**config.mk**
```make
export PLATFORM = sky130hd
export DESIGN_NAME = cct_capcom
export DESIGN_NICKNAME = d
export VERILOG_FILES = /design/src/cct_pkg.sv /design/src/cct_capcom.sv
export SDC_FILE = /design/constraint.sdc
export NUM_CORES = 2
export LEC_CHECK = 0
export BUFFER_PORTS_ARGS = -buffer_cell sky130_fd_sc_hd__buf_4
export CAP_MARGIN = 20
export CORE_AREA = 2 2 309 311
export CTS_CLUSTER_SIZE = 16
export DETAILED_ROUTE_END_ITERATION = 7
export DIE_AREA = 0 0 311 313
export GPL_ROUTABILITY_DRIVEN = 1
export PLACE_DENSITY = 0.59
export SLEW_MARGIN = 15
export SYNTH_ARGS = -nofsm -noshare
export SYNTH_HDL_FRONTEND = slang
export SYNTH_SLANG_ARGS = --single-unit
```
**constraint.sdc**
```tcl
create_clock -name hclk -period 8.41 [get_ports hclk]
set_clock_uncertainty 0.2 [all_clocks]
set_input_delay 1.2615 -clock hclk [delete_from_list [all_inputs] [get_ports hclk]]
set_output_delay 1.2615 -clock hclk [all_outputs]
set_load 0.03 [all_outputs]
```
**src/cct_pkg.sv**
```systemverilog
package cct_pkg;
    // ****************************************
    // Register map (byte addresses)
    // ****************************************
    localparam logic [7:0] CCT_CTRL_OFS     = 8'h00;
    localparam logic [7:0] CCT_TMR_A_OFS    = 8'h04;
    localparam logic [7:0] CCT_RLD_A_OFS    = 8'h08;
    localparam logic [7:0] CCT_TMR_B_OFS    = 8'h0C;
    localparam logic [7:0] CCT_RLD_B_OFS    = 8'h10;
    localparam logic [7:0] CCT_STATUS_OFS   = 8'h14;
    localparam logic [7:0] CCT_MASK_OFS     = 8'h18;
    localparam logic [7:0] CCT_DBL_OFS      = 8'h1C;
    localparam logic [7:0] CCT_PIN_OFS      = 8'h20;
    localparam logic [1:0] CCT_CH_CTRL_PAGE = 2'h1;   // 0x40 + 4*ch
    localparam logic [1:0] CCT_CH_VAL_PAGE  = 2'h2;   // 0x80 + 4*ch

    // ****************************************
    // Control register fields
    // ****************************************
    localparam int CCT_CTRL_STAGGER = 0;
    localparam int CCT_CTRL_RUN_A   = 1;
    localparam int CCT_CTRL_RUN_B   = 2;
    localparam int CCT_CTRL_SEL_A   = 3;   // 3 bits
    localparam int CCT_CTRL_SEL_B   = 6;   // 3 bits
    localparam int CCT_CTRL_W       = 9;

    // Clock select codes: 0..5 prescale by 2**code
    localparam logic [2:0] CCT_SEL_MAX_PSC = 3'h5;
    localparam logic [2:0] CCT_SEL_GP_OVF  = 3'h6;
    localparam logic [2:0] CCT_SEL_EXT_CNT = 3'h7;

    // Channel control fields
    localparam int CCT_CH_MODE   = 0;   // 3 bits
    localparam int CCT_CH_TSEL   = 3;
    localparam int CCT_CH_SINGLE = 4;
    localparam int CCT_CH_CTRL_W = 5;

    // Status bits 16 and 17 are time base overflows
    localparam int CCT_ST_OVF_A = 16;
    localparam int CCT_ST_OVF_B = 17;
    localparam int CCT_ST_W     = 18;

    localparam logic [15:0] CCT_RESET_16 = 16'h0000;
    localparam logic [15:0] CCT_TMR_TOP  = 16'hFFFF;
    localparam int          CCT_STAGGER_SLOTS = 8;

    typedef enum logic [2:0] {
        CCT_OFF,
        CCT_CAP_RISE,
        CCT_CAP_FALL,
        CCT_CAP_BOTH,
        CCT_CMP0,
        CCT_CMP1,
        CCT_CMP2,
        CCT_CMP3
    } cct_mode_t;
endpackage

```
**src/cct_capcom.sv**
```systemverilog
// The implementer's own choices: the AHB-Lite interface to the registers and the placing of the registers.
`timescale 1ns/1ps
module cct_capcom
    import cct_pkg::*;
#(
    parameter int NCH = 16
) (
    input  wire logic             hclk,        // Bus and core clock
    input  wire logic             hresetn,     // Async reset
    input  wire logic             hsel,        // Slave select
    input  wire logic [31:0]      haddr,       // Address
    input  wire logic [1:0]       htrans,      // Transfer type
    input  wire logic             hwrite,      // Write
    input  wire logic [2:0]       hsize,       // Size, word only
    input  wire logic [31:0]      hwdata,      // Write data
    input  wire logic             hready,      // Bus ready
    output logic                  hreadyout,   // Ready out
    output logic                  hresp,       // Response, always OKAY
    output logic [31:0]           hrdata,      // Read data
    input  wire logic [NCH-1:0]   pin_in,      // Channel pins, input side
    output logic [NCH-1:0]        pin_out,     // Channel pins, output level
    output logic [NCH-1:0]        pin_oe_n,    // Low while driving
    input  wire logic             gp_ovf_in,   // External timer overflow pulse
    input  wire logic             ext_cnt_in,  // External count pin
    output logic                  irq          // Interrupt level
);
    // ****************************************
    // Bus slave
    // ****************************************
    logic        hreadyout_reg, wr_pend_reg;
    logic [31:0] hrdata_reg, rd_next;
    logic [7:0]  wr_addr_reg;
    logic        addr_ok;

    logic [CCT_CTRL_W-1:0]    ctrl_reg;
    logic [15:0]              tmr_reg [2];
    logic [15:0]              rld_reg [2];
    logic [CCT_ST_W-1:0]      status_reg, mask_reg, st_set;
    logic [7:0]               dbl_reg;
    logic [CCT_CH_CTRL_W-1:0] cctl_reg [NCH];
    logic [15:0]              cval_reg [NCH];
    logic [NCH-1:0]           pin_reg, oe_n_reg, fire;
    logic                     irq_reg;

    assign addr_ok   = hsel && htrans[1] && hready;
    assign hreadyout = hreadyout_reg;
    assign hresp     = 1'b0;
    assign hrdata    = hrdata_reg;

    always_comb begin
        rd_next = '0;
        if (haddr[7:0] == CCT_CTRL_OFS) begin
            rd_next[CCT_CTRL_W-1:0] = ctrl_reg;
        end else if (haddr[7:0] == CCT_TMR_A_OFS) begin
            rd_next[15:0] = tmr_reg[0];
        end else if (haddr[7:0] == CCT_RLD_A_OFS) begin
            rd_next[15:0] = rld_reg[0];
        end else if (haddr[7:0] == CCT_TMR_B_OFS) begin
            rd_next[15:0] = tmr_reg[1];
        end else if (haddr[7:0] == CCT_RLD_B_OFS) begin
            rd_next[15:0] = rld_reg[1];
        end else if (haddr[7:0] == CCT_STATUS_OFS) begin
            rd_next[CCT_ST_W-1:0] = status_reg;
        end else if (haddr[7:0] == CCT_MASK_OFS) begin
            rd_next[CCT_ST_W-1:0] = mask_reg;
        end else if (haddr[7:0] == CCT_DBL_OFS) begin
            rd_next[7:0] = dbl_reg;
        end else if (haddr[7:0] == CCT_PIN_OFS) begin
            rd_next[NCH-1:0] = pin_reg;
        end else if (haddr[7:6] == CCT_CH_CTRL_PAGE) begin
            rd_next[CCT_CH_CTRL_W-1:0] = cctl_reg[haddr[5:2]];
        end else if (haddr[7:6] == CCT_CH_VAL_PAGE) begin
            rd_next[15:0] = cval_reg[haddr[5:2]];
        end
    end

    // Zero wait states; unmapped reads give zero
    always_ff @(posedge hclk or negedge hresetn) begin
        if (!hresetn) begin
            hreadyout_reg <= 1'b0;
            wr_pend_reg   <= 1'b0;
            wr_addr_reg   <= 8'h00;
            hrdata_reg    <= 32'h0000_0000;
        end else begin
            hreadyout_reg <= 1'b1;
            wr_pend_reg   <= addr_ok && hwrite;
            if (addr_ok) begin
                wr_addr_reg <= haddr[7:0];
            end
            if (addr_ok && !hwrite) begin
                hrdata_reg <= rd_next;
            end
        end
    end

    function automatic logic wr_hit(input logic [7:0] ofs);
        return wr_pend_reg && (wr_addr_reg == ofs);
    endfunction

    always_ff @(posedge hclk or negedge hresetn) begin
        if (!hresetn) begin
            ctrl_reg <= '0;
            mask_reg <= '0;
            dbl_reg  <= 8'h00;
        end else begin
            if (wr_hit(CCT_CTRL_OFS)) ctrl_reg <= hwdata[CCT_CTRL_W-1:0];
            if (wr_hit(CCT_MASK_OFS)) mask_reg <= hwdata[CCT_ST_W-1:0];
            if (wr_hit(CCT_DBL_OFS))  dbl_reg  <= hwdata[7:0];
        end
    end

    // ****************************************
    // Input synchronisers
    // ****************************************
    logic [NCH-1:0] pin_s1, pin_s2, pin_s3;
    logic           ext_s1, ext_s2, ext_s3;

    always_ff @(posedge hclk or negedge hresetn) begin
        if (!hresetn) begin
            pin_s1 <= '0;
            pin_s2 <= '0;
            pin_s3 <= '0;
            ext_s1 <= 1'b0;
            ext_s2 <= 1'b0;
            ext_s3 <= 1'b0;
        end else begin
            pin_s1 <= pin_in;
            pin_s2 <= pin_s1;
            pin_s3 <= pin_s2;
            ext_s1 <= ext_cnt_in;
            ext_s2 <= ext_s1;
            ext_s3 <= ext_s2;
        end
    end

    // ****************************************
    // Time bases
    // ****************************************
    logic [4:0] psc_reg;
    logic [2:0] slot_reg;
    logic [1:0] tick, run, wr_tmr, step_reg, ovf_reg;
    logic [2:0] sel [2];
    logic       ext_edge, stagger;

    assign ext_edge = ext_s2 && !ext_s3;
    assign stagger  = ctrl_reg[CCT_CTRL_STAGGER];
    assign sel[0]   = ctrl_reg[CCT_CTRL_SEL_A +: 3];
    assign sel[1]   = ctrl_reg[CCT_CTRL_SEL_B +: 3];
    assign run      = {ctrl_reg[CCT_CTRL_RUN_B], ctrl_reg[CCT_CTRL_RUN_A]};
    assign wr_tmr   = {wr_hit(CCT_TMR_B_OFS), wr_hit(CCT_TMR_A_OFS)};

    always_ff @(posedge hclk or negedge hresetn) begin
        if (!hresetn) begin
            psc_reg  <= 5'h00;
            slot_reg <= 3'h0;
        end else begin
            psc_reg  <= psc_reg + 5'h01;
            slot_reg <= slot_reg + 3'h1;
        end
    end

    for (genvar t = 0; t < 2; t++) begin : g_tb
        logic [4:0] pmask;
        assign pmask = 5'((6'h01 << sel[t]) - 6'h01);
        always_comb begin
            if (sel[t] <= CCT_SEL_MAX_PSC) begin
                tick[t] = (psc_reg & pmask) == pmask;
            end else if (sel[t] == CCT_SEL_GP_OVF) begin
                tick[t] = gp_ovf_in;
            end else begin
                tick[t] = ext_edge;
            end
        end

        // Software write wins over counting
        always_ff @(posedge hclk or negedge hresetn) begin
            if (!hresetn) begin
                tmr_reg[t]  <= CCT_RESET_16;
                rld_reg[t]  <= CCT_RESET_16;
                step_reg[t] <= 1'b0;
                ovf_reg[t]  <= 1'b0;
            end else begin
                step_reg[t] <= 1'b0;
                ovf_reg[t]  <= 1'b0;
                if (wr_hit(t == 0 ? CCT_RLD_A_OFS : CCT_RLD_B_OFS)) begin
                    rld_reg[t] <= hwdata[15:0];
                end
                if (wr_tmr[t]) begin
                    tmr_reg[t] <= hwdata[15:0];
                end else if (run[t] && tick[t]) begin
                    step_reg[t] <= 1'b1;
                    if (tmr_reg[t] == CCT_TMR_TOP) begin
                        tmr_reg[t] <= rld_reg[t];
                        ovf_reg[t] <= 1'b1;
                    end else begin
                        tmr_reg[t] <= tmr_reg[t] + 16'h0001;
                    end
                end
            end
        end
    end

    // ****************************************
    // Channel array
    // ****************************************
    logic [NCH-1:0] set_req, clr_req, tog_req, cap_fire;

    for (genvar i = 0; i < NCH; i++) begin : g_ch
        cct_mode_t mode;
        logic      tsel, svc, hit, act, allowed;
        logic      pend_reg, per_done_reg, sev_done_reg, wr_ctl;
        assign mode    = cct_mode_t'(cctl_reg[i][CCT_CH_MODE +: 3]);
        assign tsel    = cctl_reg[i][CCT_CH_TSEL];
        assign wr_ctl  = wr_pend_reg && wr_addr_reg[7:6] == CCT_CH_CTRL_PAGE
                         && wr_addr_reg[5:2] == 4'(i);
        assign svc     = !stagger || slot_reg == 3'(i);

        always_comb begin
            case (mode)
                CCT_CAP_RISE: hit = pin_s2[i] && !pin_s3[i];
                CCT_CAP_FALL: hit = !pin_s2[i] && pin_s3[i];
                CCT_CAP_BOTH: hit = pin_s2[i] != pin_s3[i];
                CCT_OFF:      hit = 1'b0;
                default:      hit = step_reg[tsel] && tmr_reg[tsel] == cval_reg[i];
            endcase
        end

        assign act     = (pend_reg || hit) && svc;
        assign allowed = !(cctl_reg[i][CCT_CH_SINGLE] && sev_done_reg)
                         && !((mode == CCT_CMP2 || mode == CCT_CMP3) && per_done_reg);
        assign fire[i]     = act && allowed;
        assign cap_fire[i] = fire[i] && mode inside {CCT_CAP_RISE, CCT_CAP_FALL, CCT_CAP_BOTH};
        assign tog_req[i]  = fire[i] && mode == CCT_CMP1;
        assign set_req[i]  = fire[i] && mode == CCT_CMP3;
        assign clr_req[i]  = ovf_reg[tsel] && mode == CCT_CMP3;

        always_ff @(posedge hclk or negedge hresetn) begin
            if (!hresetn) begin
                cctl_reg[i]  <= '0;
                pend_reg     <= 1'b0;
                per_done_reg <= 1'b0;
                sev_done_reg <= 1'b0;
            end else begin
                pend_reg <= (pend_reg || hit) && !svc;
                if (wr_ctl) begin
                    cctl_reg[i]  <= hwdata[CCT_CH_CTRL_W-1:0];
                    per_done_reg <= 1'b0;
                    sev_done_reg <= 1'b0;
                end else begin
                    if (fire[i]) begin
                        sev_done_reg <= 1'b1;
                    end
                    if (ovf_reg[tsel]) begin
                        per_done_reg <= 1'b0;
                    end else if (fire[i]) begin
                        per_done_reg <= 1'b1;
                    end
                end
            end
        end

        // Software write wins over a capture in the same cycle
        always_ff @(posedge hclk or negedge hresetn) begin
            if (!hresetn) begin
                cval_reg[i] <= CCT_RESET_16;
            end else if (wr_pend_reg && wr_addr_reg[7:6] == CCT_CH_VAL_PAGE && wr_addr_reg[5:2] == 4'(i)) begin
                cval_reg[i] <= hwdata[15:0];
            end else if (cap_fire[i]) begin
                cval_reg[i] <= tmr_reg[tsel];
            end
        end
    end

    // ****************************************
    // Pins: channel k+8 may share pin k
    // ****************************************
    for (genvar i = 0; i < NCH; i++) begin : g_pin
        logic tog, drv;
        if (i < 8) begin : g_lo
            assign tog = tog_req[i] ^ (dbl_reg[i] && tog_req[i+8]);
            assign drv = (dbl_reg[i] && g_ch[i+8].mode == CCT_CMP1);
        end else begin : g_hi
            assign tog = tog_req[i] && !dbl_reg[i-8];
            assign drv = 1'b0;
        end
        always_ff @(posedge hclk or negedge hresetn) begin
            if (!hresetn) begin
                pin_reg[i]  <= 1'b0;
                oe_n_reg[i] <= 1'b1;
            end else begin
                oe_n_reg[i] <= !(drv || g_ch[i].mode == CCT_CMP1 || g_ch[i].mode == CCT_CMP3);
                if (set_req[i]) begin
                    pin_reg[i] <= 1'b1;
                end else if (clr_req[i]) begin
                    pin_reg[i] <= 1'b0;
                end else if (tog) begin
                    pin_reg[i] <= !pin_reg[i];
                end
            end
        end
    end
    assign pin_out  = pin_reg;
    assign pin_oe_n = oe_n_reg;

    // ****************************************
    // Interrupts
    // ****************************************
    // Every capture or compare action flags its channel; set beats clear
    assign st_set = {ovf_reg[1], ovf_reg[0], fire};

    always_ff @(posedge hclk or negedge hresetn) begin
        if (!hresetn) begin
            status_reg <= '0;
            irq_reg    <= 1'b0;
        end else begin
            if (wr_hit(CCT_STATUS_OFS)) begin
                status_reg <= (status_reg & ~hwdata[CCT_ST_W-1:0]) | st_set;
            end else begin
                status_reg <= status_reg | st_set;
            end
            irq_reg <= |(status_reg & mask_reg);
        end
    end
    assign irq = irq_reg;
endmodule

```
==> qor.csv <==
stage,metric,value,unit
power_and_ir_drop,p_per_area,240,nW/um^2
setup_path,critPathSlowestCell,buf_4,
logic_synthesis,synth_top_area_share,39.0,%
cts,h-tree-depth,3,
floorplanning,ios,159,
layout,largest_reg_flops,256,
power_and_ir_drop,pwr-share-clk,31.5,%
drt,num_vias,33000,
placement,place.gp.congestion,0.990,
setup_path,worstSetupEndpointType,register,
floorplanning,die_area,97300,sq um
drt,drt_pass1_iterations,6,
setup_path,crit_path_start_kind,input port,
floorplanning,die_h,313,um
floorplanning,die_x,311,um
logic_synthesis,synth_cell_types,87,
sta,fin_ws,4.02,ns
cts,cts_hold_buf,0,
power_and_ir_drop,switching_share,36.5,%
min_path,hold_end,pin_s2[6]$_DFF_PN0_,
drt,drtAntennaViolNets,0,
drt,vias_per_cell,6.12,
run_status,status,completed,
setup_path,reg2reg_slack,4.18,ns
power_and_ir_drop,p_seq_share,39.2,%
placement,place_ws,3.41,ns
setup_path,path_common_cell,mux4_2,
setup_path,required,8.66,ns
cts,cts_tree,yes,
drt,drt_iter0_drc,3891,
min_path,hold_class,register to register,
logic_synthesis,syn-instance-count,4106,
grt,grt_max_degree,149,
cts,post-cts-setup-buffer-count,0,
power_and_ir_drop,power.net_switching,3.78,mW
sta,post-route-period-util,52.2,%
setup_path,r2r-start,tmr_reg[14]$_DFFE_PN0P_,
cts,clockBufferDepth,3,
sta,rsz0062_at_grt,no,
setup_path,r2r-end,cval_reg[129]$_DFFE_PN0P_,
sta,fin_crit,4.39,ns
logic_synthesis,yosysSeqAreaShare,40.0,%
power_and_ir_drop,leakagePower,18.7,nW
layout,final_cell_mix,"674 x nand2_1, 608 x dfrtp_1, 449 x o21ai_0, 268 x mux2i_1",
logic_synthesis,synth_async_sr_flop_share,100,%
logic_synthesis,synth_area_leaders,"dfrtp_1 39%, mux2i_1 6.9%, nand2_1 6.5%",
power_and_ir_drop,vdd_drop_max,0.189,mV
layout,layout_commonest_cell,nand2_1,
sta,tns,0,ns
sta,hold_viol,0,
setup_path,cp_cell_sequence,buf_6 -> buf_4 -> mux4_2 -> mux4_2 -> a22oi_1 -> nand3_1 -> o211ai_1 -> a221oi_1,
setup_path,cpPeakStageDelay,0.75,ns
grt,grt_pass1_wl,220000,um
sta,slew_headroom,17.4,%
placement,hpwlAfterDp,104000,um
drt,routed_wl,152000,um
cts,numCtsBuffers,74,
run,drv_cap,0,
logic_synthesis,synth-main-ff-cell,dfrtp_1,
logic_synthesis,syn_area,39100,sq um
logic_synthesis,ys_ff_latch,625,
cts,clkTransAtPathRegs,0.06,ns
grt,grt.total_usage,30.7,%
layout,area_growth,10.2,%
sta,setup_viol,0,
power_and_ir_drop,p_comb_share,29.3,%
sta,max_freq,228,MHz
logic_synthesis,ys_warn_count,0,
placement,port-buffer-count,101,
floorplanning,start_util,41.5,%
floorplanning,coreArea,94200,sq um
logic_synthesis,yosysTopAreaCell,dfrtp_1,
grt,antenna_found_initial,10,
cts,clk_latency,0.65,ns
logic_synthesis,avgSynthCellArea,9.52,sq um
power_and_ir_drop,internal_power,6.56,mW
drt,drc,0,
logic_synthesis,synth-edff-count,0,
sta,drv_slew,0,
min_path,hold_start,pin_s1[6]$_DFF_PN0_,
min_path,worstHoldPathCells,0,
setup_path,crit_type,input port to register,
setup_path,worst-path-buf-inv,2,
layout,drive_above_1_share,17.0,%
layout,layout.nets,4204,
grt,grt_overflow_total,0,
cts,post_cts_resize_count,0,
floorplanning,num_rows,113,
drt,wl_per_cell,28.3,um
setup_path,crit_fanout,52,
setup_path,crit_family,buffers and inverters,
cts,cts_root_buffer,clkbuf_16,
cts,cts_sinks,625,
sta,tightest_slew,1.24,ns
grt,grt_pass1_vias,31100,
setup_path,rr_worst_depth,10,
setup_path,worstPathArrival,4.64,ns
[worst max path at each step]
stage | start | endpoint | slack [ns] | depth (start not counted)
3_5_place_dp | haddr[2] | hrdata[3]$_DFFE_PN0P_ | 3.41 | 8
3_3_place_gp | haddr[2] | hrdata[3]$_DFFE_PN0P_ | 3.42 | 8
5_1_grt | haddr[2] | hrdata[3]$_DFFE_PN0P_ | 3.89 | 8
4_1_cts | haddr[2] | hrdata[3]$_DFFE_PN0P_ | 4.06 | 8
6_report | haddr[2] | hrdata[3]$_DFFE_PN0P_ | 4.02 | 8
2_1_floorplan | haddr[3] | hrdata[9]$_DFFE_PN0P_ | 4.73 | 8
[kinds of logic (layout without fill, tap and decap cells)]
group,after synthesis,count (layout),share of synthesized area (%)
other,2,17,0.0192
flip-flops,625,625,40.0
AO/OA/AOI/OAI,918,918,13.7
multiplexers,600,600,19.5
buffers and inverters,417,420,5.34
AND/OR/NAND/NOR,1237,1237,14.1
XOR/XNOR,264,264,5.91
adder cells (fa/ha/maj),43,43,1.38
[worst register-to-register path: stages (launching register included)]
cell	delay (ns)
dfrtp_1	0.78
buf_4	0.36
mux2i_1	0.16
xnor2_1	0.16
nor4_1	0.73
nand3_1	0.45
o21a_1	0.46
o31a_1	0.34
buf_4	0.26
nand2_1	0.12
o21ai_0	0.08
[power groups by stage]
stage | registers (mW) | logic, mW | clock network, mW
2_1_floorplan | 3.91 | 2.04 | 0
3_3_place_gp | 4.07 | 2.91 | 0
3_5_place_dp | 4.08 | 2.96 | 0
4_1_cts | 4.03 | 2.97 | 3.28
5_1_grt | 4.10 | 3.24 | 3.39
6_report | 4.05 | 3.03 | 3.25
[per-stage QoR]
stage | utilization [%] | hold WS, ns | std cells | cell area [sq um] | power [mW]
finish | 45.8 | 0.145 | 5389 | 43100 | 10.3
global route | 45.8 | 0.155 | 5388 | 43100 | 10.7
CTS | 45.7 | 0.147 | 5384 | 43000 | 10.3
detailed placement | 43.2 | 0.135 | 5254 | 40600 | 7.04
global placement | 43.1 | 0.132 | 5250 | 40600 | 6.98
floorplan | - | 0.131 | 4120 | 39200 | 5.94
[cells in the mapped netlist (all sizes together) (15+ instances only)]
master	n
nand3	67
o21ai	528
a31oi	19
nor4	45
ha	43
mux2	225
nand4	24
dfrtp	609
clkbuf	209
a21oi	140
dfstp	16
nor3	54
a22oi	24
a22o	17
a221oi	19
and3	21
nand3b	15
o211ai	16
a211oi	15
mux2i	279
and2	30
buf	132
nand2	674
mux4	96
nor2	205
xnor2	205
o22ai	16
xor2	59
inv	75
a21o	19
nor2b	39
[per-layer routing]
metal  wire [um]  vias up  track usage, %
met4        8640        4            15.6
met3       14300      424            5.92
li1            -    14400               -
met1       62500    16400            42.2
met5          30        -               0
met2       66900     1756            46.4
[final cells by class]
cell class                      instances  area [sq um]
Fill cell                            9085         51100
Multi-Input combinational cell       3078         21500
Sequential cell                       625         15700
Clock buffer                          106          2100
Timing Repair Buffer                  214          1720
Tap cell                             1265          1580
Inverter                               76           285
Clock inverter                         24           274
Antenna cell                            1          2.50
Note: power is estimated with default switching activity, not from simulation.
